[config.mk]
export PLATFORM = sky130hd
export DESIGN_NAME = power_mode_ctrl
export DESIGN_NICKNAME = d
export VERILOG_FILES = /design/src/power_mode_pkg.sv /design/src/pin_sync.sv /design/src/span_timer.sv /design/src/power_mode_ctrl.sv
export SDC_FILE = /design/constraint.sdc
export NUM_CORES = 1
export LEC_CHECK = 0
export BUFFER_PORTS_ARGS = -buffer_cell sky130_fd_sc_hd__buf_2
export CAP_MARGIN = 20
export CELL_PAD_IN_SITES_DETAIL_PLACEMENT = 1
export CELL_PAD_IN_SITES_GLOBAL_PLACEMENT = 2
export CORE_MARGIN = 5
export CORE_UTILIZATION = 40
export CTS_CLUSTER_DIAMETER = 200
export DETAILED_ROUTE_END_ITERATION = 7
export GPL_ROUTABILITY_DRIVEN = 0
export HOLD_SLACK_MARGIN = 0.05
export MAX_ROUTING_LAYER = met4
export PLACE_DENSITY_LB_ADDON = 0.1
export RECOVER_POWER = 100
export SETUP_SLACK_MARGIN = 0.2
export SYNTH_ARGS = -nofsm -noshare
export SYNTH_HDL_FRONTEND = slang
export SYNTH_SLANG_ARGS = --single-unit
[constraint.sdc]
create_clock -name CLK -period 2.6 [get_ports CLK]
set_clock_uncertainty 0.1 [all_clocks]
set_input_delay 0.52 -clock CLK [delete_from_list [all_inputs] [get_ports CLK]]
set_output_delay 0.52 -clock CLK [all_outputs]
set_load 0.02 [all_outputs]
[src/power_mode_pkg.sv]
// Summary of operation
// - Start in active mode after power-up
// - Active: measure, estimate, FETs only when safe
// - Sleep halts measurement, keeps all registers
// - Sleep drops FET drive, hash unavailable
// - Two sleep causes, each with enable
// - Charger or charge current blocks sleep
// - Wake on charger or rising line
// - Bus-low sleep needs enable, lines low
// - Bus-low sleep: zero current, no counting
// - Undervoltage sleep needs enable bit set
// - Undervoltage sleep needs static lines timeout
// - Undervoltage sleep wakes on any change
// - Switch wake on I/O or data pin
// - Zero qualification delay within window
// - Weak pulldown on data pin, only while active
// - Switch wake pulls pin high, falling wakes
// - Debounce I/O wake input 100ms
// - No switch wake after undervoltage sleep
package power_mode_pkg;

  // ----------------------------------------
  // Register map
  // ----------------------------------------
  localparam logic [7:0] CTRL_OFS = 8'h00;
  localparam logic [7:0] STATUS_OFS = 8'h04;
  localparam logic [3:0] CTRL_RST = 4'h0;
  localparam int BUS_LOW_SLEEP_EN_BIT = 0;
  localparam int UV_SLEEP_EN_BIT = 1;
  localparam int GPIO_WAKE_EN_BIT = 2;
  localparam int DATA_WAKE_EN_BIT = 3;

  // ----------------------------------------
  // Timing
  // ----------------------------------------
  localparam longint unsigned CLK_HZ = 200_000_000;
  localparam longint unsigned SLEEP_TIMEOUT_MS = 2000;
  localparam longint unsigned ACT_WINDOW_MS = 100;
  localparam longint unsigned DEBOUNCE_MS = 100;
  // Least time rounds up, window and typical debounce round down
  localparam longint unsigned SLEEP_CYC = (SLEEP_TIMEOUT_MS * CLK_HZ + 999) / 1000;
  localparam longint unsigned WINDOW_CYC = ACT_WINDOW_MS * CLK_HZ / 1000;
  localparam longint unsigned DEBOUNCE_CYC = DEBOUNCE_MS * CLK_HZ / 1000;

  // Power modes
  typedef enum logic [1:0] {
    ST_ACTIVE,
    ST_SLEEP_BUS,
    ST_SLEEP_UV
  } pm_state_e;

endpackage : power_mode_pkg

[src/pin_sync.sv]
`timescale 1ns/10ps
`default_nettype none
module pin_sync #(
  parameter int N = 8
) (
  // Clock and reset
  input wire logic clk,
  input wire logic resetn,
  // Pins in and clean levels out
  input wire logic [N-1:0] async_in,
  output logic [N-1:0] stable_q
);

  // ----------------------------------------
  // Three-stage capture per bit
  // ----------------------------------------
  genvar i;
  generate
    for (i = 0; i < N; i++) begin : g_bit
      logic s1_q;
      logic s2_q;
      logic s3_q;
      // Level accepted only once stages two and three agree
      always_ff @(posedge clk or negedge resetn) begin
        if (!resetn) begin
          s1_q <= 1'b0;
          s2_q <= 1'b0;
          s3_q <= 1'b0;
          stable_q[i] <= 1'b0;
        end else begin
          s1_q <= async_in[i];
          s2_q <= s1_q;
          s3_q <= s2_q;
          if (s2_q == s3_q) begin
            stable_q[i] <= s3_q;
          end
        end
      end
    end
  endgenerate

endmodule : pin_sync
`default_nettype wire

[src/span_timer.sv]
`timescale 1ns/10ps
`default_nettype none
module span_timer #(
  parameter int W = 32
) (
  // Clock and reset
  input wire logic clk,
  input wire logic resetn,
  // Control
  input wire logic restart,
  input wire logic [W-1:0] limit,
  output logic done
);

  logic [W-1:0] cnt_q;

  // Saturating count, so done stays up until the next restart
  assign done = (cnt_q >= limit);

  always_ff @(posedge clk or negedge resetn) begin
    if (!resetn) begin
      cnt_q <= '0;
    end else if (restart) begin
      cnt_q <= '0;
    end else if (!done) begin
      cnt_q <= cnt_q + 1'b1;
    end
  end

endmodule : span_timer
`default_nettype wire

[src/power_mode_ctrl.sv]
`timescale 1ns/10ps
`default_nettype none
module power_mode_ctrl
  import power_mode_pkg::*;
#(
  parameter logic [31:0] SLEEP_TIMEOUT_CYC = 32'(SLEEP_CYC),
  parameter logic [31:0] ACT_WINDOW_CYC = 32'(WINDOW_CYC),
  parameter logic [31:0] DEBOUNCE_WAKE_CYC = 32'(DEBOUNCE_CYC)
) (
  // Clock and reset
  input wire logic CLK,
  input wire logic RESETN,
  // Register port
  input wire logic [7:0] REG_ADDR,
  input wire logic [7:0] REG_WDATA,
  input wire logic REG_WR,
  input wire logic REG_RD,
  output logic [7:0] REG_RDATA,
  // Communication and wake pins
  input wire logic DATA_PIN_IN,
  input wire logic CLOCK_PIN_IN,
  input wire logic PROGRAMMABLE_IO_PIN_IN,
  // Pin bias controls
  output logic DATA_PULLDOWN_EN,
  output logic DATA_PULLUP_EN,
  output logic PROGRAMMABLE_IO_PULLUP_EN,
  // Analog detectors
  input wire logic CHARGER_DETECT,
  input wire logic CHARGE_CURRENT_DETECT,
  input wire logic UNDERVOLTAGE_DETECT,
  input wire logic CHARGE_PATH_SAFE,
  input wire logic DISCHARGE_PATH_SAFE,
  // Function gating
  output logic ACTIVE_MODE,
  output logic MEASURE_ENABLE,
  output logic COULOMB_ENABLE,
  output logic CURRENT_FORCE_ZERO,
  output logic CHARGE_FET_CONTROL,
  output logic DISCHARGE_FET_CONTROL,
  output logic HASH_ENABLE,
  output logic QUAL_DELAY_BYPASS
);

  // ----------------------------------------
  // Input capture
  // ----------------------------------------
  logic [7:0] pins_s;
  logic data_s;
  logic clock_s;
  logic pio_s;
  logic charger_s;
  logic chg_cur_s;
  logic uv_s;
  logic chg_safe_s;
  logic dis_safe_s;

  // Detectors are asynchronous comparators, so they are captured too
  pin_sync #(.N(8)) u_sync (
    .clk(CLK),
    .resetn(RESETN),
    .async_in({DISCHARGE_PATH_SAFE, CHARGE_PATH_SAFE, UNDERVOLTAGE_DETECT,
               CHARGE_CURRENT_DETECT, CHARGER_DETECT, PROGRAMMABLE_IO_PIN_IN,
               CLOCK_PIN_IN, DATA_PIN_IN}),
    .stable_q(pins_s)
  );

  assign data_s = pins_s[0];
  assign clock_s = pins_s[1];
  assign pio_s = pins_s[2];
  assign charger_s = pins_s[3];
  assign chg_cur_s = pins_s[4];
  assign uv_s = pins_s[5];
  assign chg_safe_s = pins_s[6];
  assign dis_safe_s = pins_s[7];

  // ----------------------------------------
  // Registers
  // ----------------------------------------
  pm_state_e state_q;
  pm_state_e state_d;
  logic [3:0] ctrl_q;
  logic [7:0] rdata_q;
  logic [1:0] lines_q;
  logic data_prev_q;
  logic out_active_q;
  logic out_coulomb_q;
  logic out_zero_q;
  logic out_chg_fet_q;
  logic out_dis_fet_q;
  logic out_bypass_q;
  logic out_data_pu_q;
  logic out_pio_pu_q;

  // ----------------------------------------
  // Line activity
  // ----------------------------------------
  logic [1:0] lines_now;
  logic line_change;
  logic line_rise;
  logic data_fall;
  logic lines_low;
  logic data_pu_on;
  logic pio_pu_on;

  assign lines_now = {clock_s, data_s};
  assign line_change = |(lines_now ^ lines_q);
  // Rising data is ignored while our own pullup lifts the line
  assign line_rise = (clock_s & ~lines_q[1]) | (data_s & ~lines_q[0] & ~data_pu_on);
  assign data_fall = ~data_s & data_prev_q;
  assign lines_low = (lines_now == 2'b00) & (lines_q == 2'b00); // Low now and one clock cycle ago

  // ----------------------------------------
  // Timers
  // ----------------------------------------
  logic idle_done;
  logic window_done;
  logic debounce_done;

  // Idle span restarts on any line edge and is held while asleep
  span_timer #(.W(32)) u_idle (
    .clk(CLK),
    .resetn(RESETN),
    .restart(line_change | (state_q != ST_ACTIVE)),
    .limit(SLEEP_TIMEOUT_CYC),
    .done(idle_done)
  );

  // Window starts at reset and at each return to active
  span_timer #(.W(32)) u_window (
    .clk(CLK),
    .resetn(RESETN),
    .restart(state_q != ST_ACTIVE),
    .limit(ACT_WINDOW_CYC),
    .done(window_done)
  );

  // I/O pin must stay low for the debounce span to count as a press
  span_timer #(.W(32)) u_debounce (
    .clk(CLK),
    .resetn(RESETN),
    .restart(pio_s | ~pio_pu_on),
    .limit(DEBOUNCE_WAKE_CYC),
    .done(debounce_done)
  );

  // ----------------------------------------
  // Sleep entry and wake decisions
  // ----------------------------------------
  logic sleep_block;
  logic bus_low_go;
  logic uv_go;
  logic bus_wake;
  logic uv_wake;

  // Switch wake exists only after bus-low sleep
  assign data_pu_on = (state_q == ST_SLEEP_BUS) & ctrl_q[DATA_WAKE_EN_BIT];
  assign pio_pu_on = (state_q == ST_SLEEP_BUS) & ctrl_q[GPIO_WAKE_EN_BIT];
  assign sleep_block = charger_s | chg_cur_s;
  // Each cause has its own enable
  assign bus_low_go = ctrl_q[BUS_LOW_SLEEP_EN_BIT] & lines_low & idle_done;
  assign uv_go = ctrl_q[UV_SLEEP_EN_BIT] & uv_s & idle_done & ~line_change;
  // Switch wake restores the FETs by returning to active
  assign bus_wake = charger_s | line_rise | (data_pu_on & data_fall)
                  | (pio_pu_on & debounce_done);
  assign uv_wake = charger_s | line_change;

  // Next mode; undervoltage wins when both causes are ready
  always_comb begin
    state_d = state_q;
    unique case (state_q)
      ST_ACTIVE: begin
        if (!sleep_block && uv_go) begin
          state_d = ST_SLEEP_UV;
        end else if (!sleep_block && bus_low_go) begin
          state_d = ST_SLEEP_BUS;
        end
      end
      ST_SLEEP_BUS: begin
        if (bus_wake) begin
          state_d = ST_ACTIVE;
        end
      end
      ST_SLEEP_UV: begin
        if (uv_wake) begin
          state_d = ST_ACTIVE;
        end
      end
    endcase
  end

  // ----------------------------------------
  // Register port decode
  // ----------------------------------------
  logic ctrl_wr;
  logic [7:0] status_word;
  logic [7:0] read_mux;

  assign ctrl_wr = REG_WR & (REG_ADDR == CTRL_OFS);
  assign status_word = {sleep_block, pio_s, clock_s, data_s, out_bypass_q,
                        state_q == ST_SLEEP_UV, state_q == ST_SLEEP_BUS,
                        state_q == ST_ACTIVE};
  assign read_mux = (REG_ADDR == CTRL_OFS) ? {4'h0, ctrl_q} :
                    (REG_ADDR == STATUS_OFS) ? status_word : 8'h00;

  // Control and read data; sleep leaves every register as it was
  always_ff @(posedge CLK or negedge RESETN) begin
    if (!RESETN) begin
      ctrl_q <= CTRL_RST;
      rdata_q <= 8'h00;
    end else begin
      if (ctrl_wr) begin
        ctrl_q <= REG_WDATA[3:0];
      end
      rdata_q <= REG_RD ? read_mux : 8'h00;
    end
  end

  // ----------------------------------------
  // Mode and line history
  // ----------------------------------------
  // Reset lands in active mode with the window running
  always_ff @(posedge CLK or negedge RESETN) begin
    if (!RESETN) begin
      state_q <= ST_ACTIVE;
      lines_q <= 2'b00;
      data_prev_q <= 1'b0;
    end else begin
      state_q <= state_d;
      lines_q <= lines_now;
      data_prev_q <= data_s;
    end
  end

  // ----------------------------------------
  // Registered outputs, computed from next mode
  // ----------------------------------------
  logic active_d;

  assign active_d = (state_d == ST_ACTIVE);

  // FETs stay off at reset until the protector judges them safe
  always_ff @(posedge CLK or negedge RESETN) begin
    if (!RESETN) begin
      out_active_q <= 1'b1;
      out_coulomb_q <= 1'b1;
      out_zero_q <= 1'b0;
      out_chg_fet_q <= 1'b0;
      out_dis_fet_q <= 1'b0;
      out_bypass_q <= 1'b1;
      out_data_pu_q <= 1'b0;
      out_pio_pu_q <= 1'b0;
    end else begin
      out_active_q <= active_d;
      out_coulomb_q <= active_d;
      out_zero_q <= (state_d == ST_SLEEP_BUS);
      out_chg_fet_q <= active_d & chg_safe_s;
      out_dis_fet_q <= active_d & dis_safe_s;
      out_bypass_q <= active_d & (~window_done | (state_q != ST_ACTIVE));
      out_data_pu_q <= (state_d == ST_SLEEP_BUS) & ctrl_q[DATA_WAKE_EN_BIT];
      out_pio_pu_q <= (state_d == ST_SLEEP_BUS) & ctrl_q[GPIO_WAKE_EN_BIT];
    end
  end

  assign REG_RDATA = rdata_q;
  assign ACTIVE_MODE = out_active_q;
  assign MEASURE_ENABLE = out_active_q;
  assign HASH_ENABLE = out_active_q;
  assign COULOMB_ENABLE = out_coulomb_q;
  assign CURRENT_FORCE_ZERO = out_zero_q;
  assign CHARGE_FET_CONTROL = out_chg_fet_q;
  assign DISCHARGE_FET_CONTROL = out_dis_fet_q;
  assign QUAL_DELAY_BYPASS = out_bypass_q;
  // Weak pulldown while awake so a detached pack reads as bus-low
  assign DATA_PULLDOWN_EN = out_active_q;
  assign DATA_PULLUP_EN = out_data_pu_q;
  assign PROGRAMMABLE_IO_PULLUP_EN = out_pio_pu_q;
endmodule : power_mode_ctrl
`default_nettype wire

Yosys cells after proc, flatten, opt, wreduce, memory -nomap -nowiden --
Index checks and enable logic that the tools add are counted.
Word-level totals: bits in registers 152, input port bits 28
Cells by class: add/subtract/negate cells 3, order comparisons 3, equality and inequality tests 15, muxes and demuxes 14, bitwise gates (word level) 37, reduce and logical (&&, ||, !) cells 10
Operators by type and width (number):
- $mux 32 | 6
- $add 32x1->32 const B | 3
- $ge 32x25->1 const B | 2
- $ge 32x29->1 const B | 1
- $mux 8 | 3
- $and 1x1->1 | 20
- $or 1x1->1 | 9
- $eq 1x1->1 | 8
- $eq 8x3->1 const B | 1
- $logic_not 2->1 | 4
- $logic_not 8->1 | 1
- $mux 2 | 4
- $not 1->1 | 7
- $ne 2x1->1 const B | 3
- $pmux 2 s3 | 1
- $eq 2x1->1 const B | 2
- $eq 2x2->1 const B | 1
- $logic_and 1x1->1 | 2
- $reduce_bool 2->1 | 1
- $reduce_or 2->1 | 1
- $xor 2x2->2 | 1
- $logic_not 1->1 | 1

Longest topological paths before layout --
Gate-level depths: netlist of the first run.
depth after elaboration 12, mapped depth 9, depth with buffers taken out 8

Cells and area by module --
A second synthesis of the first run with hierarchy kept.
Second synthesis, totals: cells, all modules 1075, area, all modules 10082.2 um^2
By module, submodules not included:
- span_timer | times used 3, cells an instance 313, area an instance 2673.8 um^2
- power_mode_ctrl | times used 1, cells an instance 96, area an instance 1169.9 um^2
- pin_sync | times used 1, cells an instance 40, area an instance 890.9 um^2

Worst setup path after synthesis of the first run --
Ideal clock, no wire load.
path kind reg-to-reg, start point register u_idle.cnt_q[13], end point register u_idle.cnt_q[23], setup time 132 ps, data arrival time 1958 ps, required time 2368 ps, slack 410 ps, stages on the path, launching flop included 9, buffers on the path 2, clock period less this slack 2190 ps, cells stage by stage dfrtp_1 -> or4_1 -> o2111ai_1 -> a31oi_1 -> buf_6 -> buf_6 -> nor4_2 -> xnor2_1 -> nor2_1
Between the ends: word-level cells in the longest chain between the ends 3, elaborated cells on any way between the ends 5, those cells by class add/sub: 1; order compare: 1; eq/ne: 1; mux: 2
RTL lines:
- from (decl) | RTL line span_timer.sv:15 | logic [W-1:0] cnt_q;
- from (signal assigned) | RTL line span_timer.sv:26 | cnt_q <= cnt_q + 1'b1;
- $add 32x1->32 | RTL line span_timer.sv:26
- $mux 32 | RTL line span_timer.sv:25 | end else if (!done) begin
- $mux 32 | RTL line span_timer.sv:23 | end else if (restart) begin
Parallel ways exist; a longest one is shown, timed or not. The select of a mux whose other input is x is not followed. A chain may end at the register's enable or synchronous reset.

Worst setup path after layout of the first run --
start point register u_idle.cnt_q[12], end point register u_idle.cnt_q[26]
The elaborated chain is that of the path after synthesis.

==> flow_summary_export.csv, run 1 <==
group,metric,value,unit
power,p_leak,3.35,nW
timing,max_freq,415,MHz
floorplan,start_util,0.410,
power,power.switching,0.00132,W
timing,rsz0062_at_grt,"true",
finish,area_delta_synth_final,17.6,%
detailed_routing,dr_total_vias,5008,
timing,slew_headroom,0.210,
power,pwr-share-comb,0.038,
worst_setup_path,path_buf_inv,1,
global_routing,grt-ovfl-total,0,
synthesis,synthMuxAreaShare,0.0198,
synthesis,synth_top_area_cell,"dfrtp_1",
synthesis,syn_inst,644,
global_routing,grt_pass1_vias,5455,
global_routing,grt_start_max_net_pins,61,
detailed_routing,via_per_inst,5.33,
floorplan,core-area,0.0167,sq mm
clocking,clock-root-buffer,"clkbuf_16",
detailed_routing,drt_iter0_drc,142,
worst_setup_path,path_cells,"or4_1, o2111ai_4, a31oi_4, buf_4, nor4_1, xnor2_1, nor2_1",
floorplan,die_area,0.0198,sq mm
detailed_routing,first_pass_iters,4,
worst_setup_path,cp_data_arrival_time,2630,ps
timing,tightest_slew,1190,ps
power,seq_power_share,0.478,
synthesis,synth_edf_count,0,
worst_setup_path,cp-end-kind,"flip-flop",
timing,fin_tns_setup,0,ps
synthesis,async_flop_share,1.00,
placed_design,io_buffers,42,
power,switching_share,0.260,
synthesis,synth_compound_area_frac,0.0807,
floorplan,fp.dieW,141,um
clocking,clk-insertion-delay-late,430,ps
synthesis,synth_adder_area_share,0.0337,
synthesis,synth_area,0.00684,sq mm
finish,drive_above_1_share,0.147,
global_routing,antenna_found_initial,0,
global_routing,grt_use_total,0.179,
synthesis,ys_seq_elements,151,
finish,final_nets,746,
finish,final_core_util,0.482,
placed_design,hpwl,11.1,mm
synthesis,syn-num-nets,684,
timing,drv_slew,0,
synthesis,yosysMostFrequentCell,"dfrtp_1",
detailed_routing,wl_per_cell,17.3,um
synthesis,yosys.area_share.simple,0.225,
worst_setup_path,max_stage_delay,560,ps
synthesis,synth_xor_xnor_area_share,0.0550,
worst_setup_path,cp_max_fo,7,
worst_setup_path,critPathRequiredTime,2820,ps
timing,post-route-period-util,0.927,
clocking,path_clk_slew,70,ps
min_path,worst_hold_path_type,"primary input to flip-flop",
timing,finalHoldViolCount,0,
synthesis,yosys.area.top_type_share,0.545,
detailed_routing,postRouteAntennaNets,0,
synthesis,synth_cell_type_count,53,
worst_setup_path,path_class,"flip-flop to flip-flop",
clocking,numCtsBuffers,17,
floorplan,ios,47,
synthesis,yosys-top-cells-area,"dfrtp_1 (54%), nor2_1 (3.7%), xnor2_1 (3.3%)",
run_status,status,"completed",
synthesis,synthFlopType,"dfrtp_1",
detailed_routing,drc,0,
flow_run,maxCapViolations,0,
power,power.internal,0.00376,W
timing,fin_crit,2410,ps
finish,antenna_cells,0,
timing,setup_viol,0,
global_routing,grt_pass1_wl,27.5,mm
worst_setup_path,crit_family,"simple AND/OR/NAND/NOR gates",
clocking,clkSinkCount,151,
synthesis,synth_common_cells,"dfrtp_1 (149), nor2_1 (67), nand2_1 (38)",
clocking,cts_max_level,4,
synthesis,synth_top_family_by_area,"simple AND/OR/NAND/NOR gates",
floorplan,rows,47,
power,ir_worst_vdd,0.000467,V
worst_setup_path,start_kind,"flip-flop",
floorplan,die_height,141,um
power,clockPowerShare,0.484,
worst_setup_path,crit_slowest_cell,"or4_1",
synthesis,yosysWarnings,0,
clocking,max-clock-path-buffers,2,
synthesis,ys_seq_area_frac,0.553,
clocking,cts_tree,"yes",
power,power_density,632,mW/mm^2
synthesis,syn-mean-instance-area,10.6,sq um
detailed_routing,drt-total-wl,16.3,mm
==> final cells by class <==
cell class / instances / area, sq um
Fill cell: 1860 / 8660
Sequential cell: 151 / 3780
Multi-Input combinational cell: 442 / 2890
Clock buffer: 17 / 425
Timing Repair Buffer: 71 / 408
Tap cell: 220 / 275
Clock inverter: 15 / 178
Inverter: 23 / 86.3
==> per-stage QoR <==
step                instance area, sq um  std cells  setup WS (ps)  hold slack (ps)  total power, W
CTS                                 8100        937            184             71.5         0.00516
global placement                    7410        902            158              235         0.00266
detailed placement                  7410        902           39.1              236         0.00267
floorplan                           6840        644            410              124         0.00255
global route                        8040        939            106             67.2         0.00529
finish                              8040        939            189             90.5         0.00508
==> path summary, 6_finish.rpt <==
check	from	cells past startpoint	end	slack (ps)
max	u_idle.cnt_q[12]$_DFFE_PN0P_	7	u_idle.cnt_q[26]$_DFFE_PN0P_	190
min	UNDERVOLTAGE_DETECT	1	u_sync.g_bit[5].s1_q$_DFF_PN0_	90
min reg2reg	u_sync.g_bit[0].s1_q$_DFF_PN0_	0	u_sync.g_bit[0].s2_q$_DFF_PN0_	250
max in group asynchronous	RESETN	3	COULOMB_ENABLE$_DFF_PN1_	490
min in group asynchronous	RESETN	2	u_debounce.cnt_q[16]$_DFFE_PN0P_	760
max reg2reg	u_idle.cnt_q[12]$_DFFE_PN0P_	7	u_idle.cnt_q[26]$_DFFE_PN0P_	190
==> metal layers <==
metal / vias to the layer above / GRT usage / wire [um]
li1: 2392 / - / -
met1: 2540 / 0.233 / 7670
met2: 59 / 0.284 / 7890
met3: 17 / 0.0359 / 501
met4: 0 / 0.0535 / 222
met5: - / - / 0
==> cell usage in the layout, fill, tap and decap left out, types with 4 or more instances in the layout <==
master,instances
buf_2,22
xnor2_1,26
and2_0,11
nand2_1,38
clkbuf_16,17
o21ai_0,23
inv_8,7
nor4_2,5
and2_1,11
o21a_1,4
inv_1,23
nor4_1,17
and3_1,12
or3_1,21
clkinv_8,4
nand3_1,34
nor3_1,14
maj3_1,8
mux2i_1,9
xor2_1,17
a21oi_1,27
clkbuf_1,25
and4_1,8
nor2_1,67
buf_4,19
or4_1,4
dfrtp_1,149
ha_1,12
nand4_1,19
mux2_2,4
==> power by group through the flow <==
stage               Combinational (W)  Sequential, W  Clock, W
floorplan                   0.0000843        0.00247         0
global placement             0.000193        0.00247         0
detailed placement           0.000199        0.00247         0
CTS                          0.000203        0.00243   0.00253
global route                 0.000225        0.00243   0.00264
finish                       0.000193        0.00243   0.00246
==> state kept, by name, summed over array words and instances, names as in the netlist <==
name and cells:
u_sync.g_bit.s2_q 8, ctrl_q 4, REG_RDATA 8, PROGRAMMABLE_IO_PULLUP_EN 1, CURRENT_FORCE_ZERO 1, state_q 2, u_sync.g_bit.s1_q 8, lines_q 2
u_sync.g_bit.s3_q 8, u_debounce.cnt_q 32, u_sync.stable_q 8, DISCHARGE_FET_CONTROL 1, COULOMB_ENABLE 1, CHARGE_FET_CONTROL 1, u_idle.cnt_q 32, QUAL_DELAY_BYPASS 1
u_window.cnt_q 32, DATA_PULLUP_EN 1
==> worst register-to-register path, delay by kind of cell (launching register included) <==
| family | cells | cell delay [ps] |
|---|---|---|
| buffers and inverters | 1 | 210 |
| xor gates and xnor gates | 1 | 160 |
| and+or+nand+nor | 3 | 1010 |
| DFF | 1 | 400 |
| AOI/OAI and AO/OA | 2 | 420 |
==> cells by family after synthesis <==
kind of cell / count (synthesis)
compound gates: 87
fa+ha+maj: 20
xor+xnor: 43
flops: 151
buf+inv: 51
mux: 13
simple gates: 279
==> repair_timing <==
item,CTS,global route
buffers inserted,2,2
pin swaps,7,6
hold endpoints to repair,42,0
hold buffers,1,0
gates resized for setup,9,17
endpoints found under the setup margin,25,34
(Power assumes the default switching activity.)
==> run 2: changes to the inputs <==
--- a/config.mk
+++ b/config.mk
@@ -10,7 +10,7 @@
 export CELL_PAD_IN_SITES_DETAIL_PLACEMENT = 1
 export CELL_PAD_IN_SITES_GLOBAL_PLACEMENT = 2
 export CORE_MARGIN = 5
-export CORE_UTILIZATION = 40
+export CORE_UTILIZATION = 30
 export CTS_CLUSTER_DIAMETER = 200
 export DETAILED_ROUTE_END_ITERATION = 7
 export GPL_ROUTABILITY_DRIVEN = 0
==> constraint.sdc (replaced) <==
create_clock -name CLK -period 3 [get_ports CLK]
set_clock_uncertainty 0.1 [all_clocks]
set_input_delay 0.6 -clock CLK [delete_from_list [all_inputs] [get_ports CLK]]
set_output_delay 0.6 -clock CLK [all_outputs]
set_load 0.02 [all_outputs]
==> run 2 against run 1 <==
Against the previous run:
- power is 15% lower
- critical path depth stayed put
- sequential share of layout area is 1.2 points higher
- first-iteration DRC count is 46% higher
- critical path type unchanged
- critical endpoint is now u_idle.cnt_q[18]$_DFFE_PN0P_
- cell area is 2.4% lower
- fmax is 11% lower
- count of clock-buffer cells in the layout is 1 higher
- largest cell class unchanged
- via count is 1.4% lower
- the run now ends with max-capacitance violations left
- combinational power is 16% lower
==> flow_summary_export.csv, run 2 (synthesis gave the netlist of run 1 again) <==
group,metric,value,unit
run_status,status,"finished, violations left",
run_status,violations,"max-capacitance violations",
power,p_leak,3.25,nW
floorplan,fp.dieW,161,um
placed_design,pre_cts_ws,252,ps
global_routing,grt_start_max_net_pins,60,
floorplan,start_util,0.303,
worst_setup_path,critPathRequiredTime,3180,ps
clocking,numCtsBuffers,17,
placed_design,hpwl,11.6,mm
worst_setup_path,start_kind,"flip-flop",
worst_setup_path,crit_slowest_cell,"or4_1",
min_path,worst_hold_path_type,"primary input to flip-flop",
global_routing,grt_use_total,0.139,
worst_setup_path,path_buf_inv,1,
timing,finalHoldViolCount,0,
clocking,max-clock-path-buffers,2,
clocking,clkSinkCount,151,
finish,drive_above_1_share,0.109,
detailed_routing,drc,0,
worst_setup_path,r2r-start,"u_idle.cnt_q[13]$_DFFE_PN0P_",
placed_design,io_buffers,42,
finish,final_common_cell,"dfrtp_1",
detailed_routing,first_pass_iters,5,
worst_setup_path,path_class,"flip-flop to flip-flop",
global_routing,antenna_found_initial,0,
worst_setup_path,crit_family,"simple AND/OR/NAND/NOR gates",
finish,seq_area,0.00378,sq mm
finish,top_regs,"u_debounce.cnt_q: 32 flops, u_idle.cnt_q: 32 flops, u_window.cnt_q: 32 flops",
finish,multi_input_area,0.00279,sq mm
timing,setup_viol,0,
worst_setup_path,cp_max_fo,13,
finish,final_nets,733,
floorplan,ios,47,
clocking,clock-root-buffer,"clkbuf_16",
power,power_density,552,mW/mm^2
floorplan,rows,55,
min_path,min-delay-start,"CHARGER_DETECT",
floorplan,die_area,0.0259,sq mm
timing,rsz0062_at_grt,"false",
timing,max_freq,370,MHz
clocking,clk-insertion-delay-late,420,ps
detailed_routing,via_per_inst,4.98,
timing,post-route-period-util,0.901,
flow_run,maxCapViolations,1,
clocking,cts_max_level,4,
finish,fillCellCount,2514,
detailed_routing,dr_total_vias,4936,
worst_setup_path,cp_data_arrival_time,2880,ps
timing,slew_headroom,0.00300,
finish,area_delta_synth_final,14.7,%
finish,antenna_cells,0,
worst_setup_path,cp-end-kind,"flip-flop",
clocking,hold_buffers,0,
power,ir_worst_vdd,0.000259,V
finish,final_cell_mix,"dfrtp_1 (149), nor2_1 (67), nand2_1 (38), nand3_1 (35), a21oi_1 (29)",
clocking,cts_tree,"yes",
global_routing,grt_pass1_wl,28.3,mm
worst_setup_path,cp-startpoint,"u_idle.cnt_q[13]$_DFFE_PN0P_",
global_routing,grt-ovfl-total,0,
timing,fin_crit,2700,ps
timing,fin_tns_setup,0,ps
timing,hold_slack,180,ps
timing,setup_ws,296,ps
floorplan,die_height,161,um
timing,tightest_slew,1500,ps
detailed_routing,wl_per_cell,16.7,um
detailed_routing,drt_iter0_drc,207,
detailed_routing,drt-total-wl,16.6,mm
worst_setup_path,path_cells,"or4_1, o2111ai_1, a31oi_4, clkbuf_1, nor4_1, xnor2_1, nor2_1",
detailed_routing,postRouteAntennaNets,0,
worst_setup_path,max_stage_delay,540,ps
floorplan,core-area,0.0226,sq mm
global_routing,grt_pass1_vias,5292,
timing,drv_slew,0,
clocking,path_clk_slew,60,ps
## run 2: cell count changes in the layout (fill, tap and decap cells not counted), sizes merged
cell / before / now
bufinv: 0 / 1
dlygate4sd3: 1 / 0
clkbuf: 43 / 49
clkinv: 6 / 11
inv: 31 / 24
buf: 44 / 27
## run 2: routing by layer
| metal | track usage | part of all wire | up-vias |
|---|---|---|---|
| met1 | 0.179 | 0.48 | 2489 |
| met4 | 0.0384 | 0.011 | 0 |
| met3 | 0.0286 | 0.026 | 16 |
| met2 | 0.225 | 0.48 | 57 |
| met5 | - | 0 | - |
| li1 | - | - | 2374 |
## run 2: where the power goes
part           internal, W  total (W)  switching (W)  leakage [nW]
Combinational    0.0000519   0.000163       0.000111         0.969
Sequential         0.00208    0.00211      0.0000305          2.00
Clock              0.00117    0.00206       0.000895         0.280
Total              0.00330    0.00433        0.00104          3.25
## run 2: through the flow
step	utilization	instance area (sq um)	total power, W	std cells
2_1_floorplan	-	6840	0.00221	644
3_3_place_gp	0.329	7420	0.00231	959
3_5_place_dp	0.329	7420	0.00232	959
4_1_cts	0.354	7990	0.00442	991
5_1_grt	0.348	7850	0.00453	991
6_report	0.348	7850	0.00433	991
## run 2: what timing repair did
item,CTS,global route
endpoints found under the setup margin,0,19
resized for setup,0,2
setup buffers,0,0
## run 2: cell type report
cell class | count | area share
clock buffer | 18 | 0.0560
clock inverter | 14 | 0.0163
inverter | 23 | 0.0110
multi-input combinational | 442 | 0.355
sequential | 151 | 0.482
tap | 285 | 0.0454
timing repair buffer | 58 | 0.0344
## run 2: path summary, 6_finish.rpt
path / end / depth (start not counted) / slack (ps)
max in group asynchronous: u_idle.cnt_q[24]$_DFFE_PN0P_ / 2 / 830
setup / recovery: u_idle.cnt_q[18]$_DFFE_PN0P_ / 7 / 300
hold reg to reg: u_sync.g_bit[2].s2_q$_DFF_PN0_ / 0 / 250
hold / removal: u_sync.g_bit[3].s1_q$_DFF_PN0_ / 1 / 180
setup reg to reg: u_idle.cnt_q[18]$_DFFE_PN0P_ / 7 / 300
min in group asynchronous: u_debounce.cnt_q[18]$_DFFE_PN0P_ / 1 / 420
## run 2: worst reg2reg max path, cell delays in order, from the launching register on
cell and delay [ps]:
dfrtp_1 420, or4_1 540, o2111ai_1 340, a31oi_4 250, clkbuf_1 280, nor4_1 400
xnor2_1 170, nor2_1 60
==> run 3: changes to the inputs <==
--- a/config.mk
+++ b/config.mk
@@ -9,9 +9,11 @@
 export CAP_MARGIN = 20
 export CELL_PAD_IN_SITES_DETAIL_PLACEMENT = 1
 export CELL_PAD_IN_SITES_GLOBAL_PLACEMENT = 2
+export CORE_ASPECT_RATIO = 2
 export CORE_MARGIN = 5
 export CORE_UTILIZATION = 30
 export CTS_CLUSTER_DIAMETER = 200
+export CTS_CLUSTER_SIZE = 25
 export DETAILED_ROUTE_END_ITERATION = 7
 export GPL_ROUTABILITY_DRIVEN = 0
 export HOLD_SLACK_MARGIN = 0.05
==> run 3 against run 2 <==
Against the previous run:
- the flow now finishes without violations
- final cell count decreased by 0.30%
- combinational power about the same
- global-route usage increased by 0.64 points
- register-to-register slack improved by 130 ps
- fmax increased by 5.2%
- die area increased by 0.70%
- critical path type unchanged
==> flow_summary_export.csv, run 3 (synthesis gave the netlist of run 1 again) <==
group,metric,value,unit
global_routing,grt_pass1_vias,5521,
timing,rsz0062_at_grt,"false",
placed_design,pre_cts_ws,537,ps
clocking,clkSinkCount,151,
min_path,min-delay-start,"UNDERVOLTAGE_DETECT",
worst_setup_path,path_class,"flip-flop to flip-flop",
detailed_routing,drc,0,
global_routing,grt_start_max_net_pins,55,
clocking,post_cts_resized,0,
clocking,clock-root-buffer,"clkbuf_16",
clocking,max-clock-path-buffers,2,
finish,final_nets,735,
floorplan,rows,78,
floorplan,ios,47,
timing,slew_headroom,0.0247,
global_routing,grt_pass1_wl,28.6,mm
worst_setup_path,cp_max_fo,8,
floorplan,die_area,0.0261,sq mm
finish,final_cell_area,0.00792,sq mm
worst_setup_path,timing.rr.end,"DATA_PULLUP_EN$_DFF_PN0_",
finish,final_common_cell,"dfrtp_1",
clocking,numCtsBuffers,17,
clocking,path_clk_slew,70,ps
worst_setup_path,critPathRequiredTime,3270,ps
timing,setup_ws,430,ps
global_routing,grt_use_total,0.146,
timing,fin_tns_setup,0,ps
worst_setup_path,r2r_cells,6,
finish,area_delta_synth_final,15.8,%
clocking,clk-insertion-delay-late,440,ps
placed_design,hpwl,12.3,mm
global_routing,antenna_found_initial,0,
finish,antenna_cells,0,
detailed_routing,dr_total_vias,4968,
timing,max_freq,389,MHz
finish,final_cell_mix,"dfrtp_1 (149), nor2_1 (67), nand2_1 (38), nand3_1 (35), a21oi_1 (29)",
min_path,worst_hold_path_type,"primary input to flip-flop",
worst_setup_path,r2r-start,"u_debounce.cnt_q[13]$_DFFE_PN0P_",
worst_setup_path,rrSetupSlack,430,ps
worst_setup_path,cp_data_arrival_time,2840,ps
worst_setup_path,cp-end-kind,"flip-flop",
clocking,hold_buffers,1,
global_routing,grt-ovfl-total,0,
detailed_routing,drt-total-wl,17.0,mm
placed_design,io_buffers,42,
worst_setup_path,start_kind,"flip-flop",
min_path,hold_depth,1,
finish,drive_above_1_share,0.120,
timing,drv_slew,0,
power,p_leak,3.28,nW
detailed_routing,wl_per_cell,17.2,um
timing,finalHoldViolCount,0,
detailed_routing,via_per_inst,5.03,
floorplan,fp.dieW,117,um
timing,setup_viol,0,
flow_run,maxCapViolations,0,
timing,fin_crit,2570,ps
floorplan,start_util,0.302,
power,ir_worst_vdd,0.000380,V
floorplan,core-area,0.0226,sq mm
finish,top_regs,"u_debounce.cnt_q: 32 flops, u_idle.cnt_q: 32 flops, u_window.cnt_q: 32 flops",
floorplan,die_height,224,um
timing,post-route-period-util,0.857,
placed_design,dpl_cell_area,0.00742,sq mm
min_path,hold_end,"u_sync.g_bit[5].s1_q$_DFF_PN0_",
detailed_routing,first_pass_iters,4,
run_status,status,"completed",
detailed_routing,postRouteAntennaNets,0,
detailed_routing,drt_iter0_drc,121,
power,power_density,557,mW/mm^2
clocking,cts_max_level,4,
clocking,post_cts_buffers,0,
clocking,cts_tree,"yes",
timing,tightest_slew,1460,ps
-- run 3: cell types whose count changed in the layout (fill, tap and decap cells not counted), moves of 3 or more --
cell      delta
clkbuf_2     +3
nor4_2       +6
clkinv_8     +3
clkinv_4     -7
inv_6        +4
and2_0       +8
and2_1       -8
clkinv_2     -4
nor4_1       -6
clkbuf_1     -3
inv_8        +6
-- run 3: metrics by stage --
stage / util / power [W] / cells / hold WS (ps)
after floorplan: - / 0.00221 / 644 / 204
after global placement: 0.328 / 0.00231 / 955 / 232
after detailed placement: 0.328 / 0.00232 / 955 / 237
after CTS: 0.354 / 0.00451 / 988 / 127
after global routing: 0.350 / 0.00463 / 988 / 126
final: 0.350 / 0.00441 / 988 / 159
-- run 3: layout make-up --
class	instances	area, sq um
fillers	2563	14700
flip-flops and latches	151	3780
multi-input cells	442	2810
clock buffers	17	425
well taps	280	350
repair buffers	60	304
clock inverters	15	168
inverters	23	86.3
-- run 3: worst max-delay path, cell delays in order, from the launching register on --
cell      delay (ps)
dfrtp_1          440
a211oi_1         330
a211oi_1         190
or3_1            430
a21o_1           220
a31oi_1          510
and4_1           290
-- run 3: metal layers --
metal,vias up,track usage,share of wire
met2,44,0.260,0.57
met3,22,0.0351,0.025
li1,2372,-,-
met1,2530,0.151,0.38
met4,0,0.0559,0.021
met5,-,-,0
-- run 3: how the worst max path moves through the flow --
stage / from / end / slack [ps] / depth (start not counted)
after floorplan: u_idle.cnt_q[13]$_DFFE_PN0P_ / u_idle.cnt_q[23]$_DFFE_PN0P_ / 810 / 8
after global placement: u_idle.cnt_q[13]$_DFFE_PN0P_ / u_idle.cnt_q[9]$_DFFE_PN0P_ / 550 / 8
after detailed placement: u_idle.cnt_q[13]$_DFFE_PN0P_ / u_idle.cnt_q[9]$_DFFE_PN0P_ / 540 / 8
after CTS: u_idle.cnt_q[13]$_DFFE_PN0P_ / u_idle.cnt_q[9]$_DFFE_PN0P_ / 510 / 8
after global routing: u_debounce.cnt_q[30]$_DFFE_PN0P_ / DATA_PULLUP_EN$_DFF_PN0_ / 200 / 6
final: u_debounce.cnt_q[13]$_DFFE_PN0P_ / DATA_PULLUP_EN$_DFF_PN0_ / 430 / 6
-- run 3: power breakdown --
| group | switching (W) | internal, W | leakage [nW] |
|---|---|---|---|
| Clock | 0.00102 | 0.00112 | 0.289 |
| Combinational | 0.000113 | 0.0000504 | 0.984 |
| Sequential | 0.0000314 | 0.00208 | 2.00 |
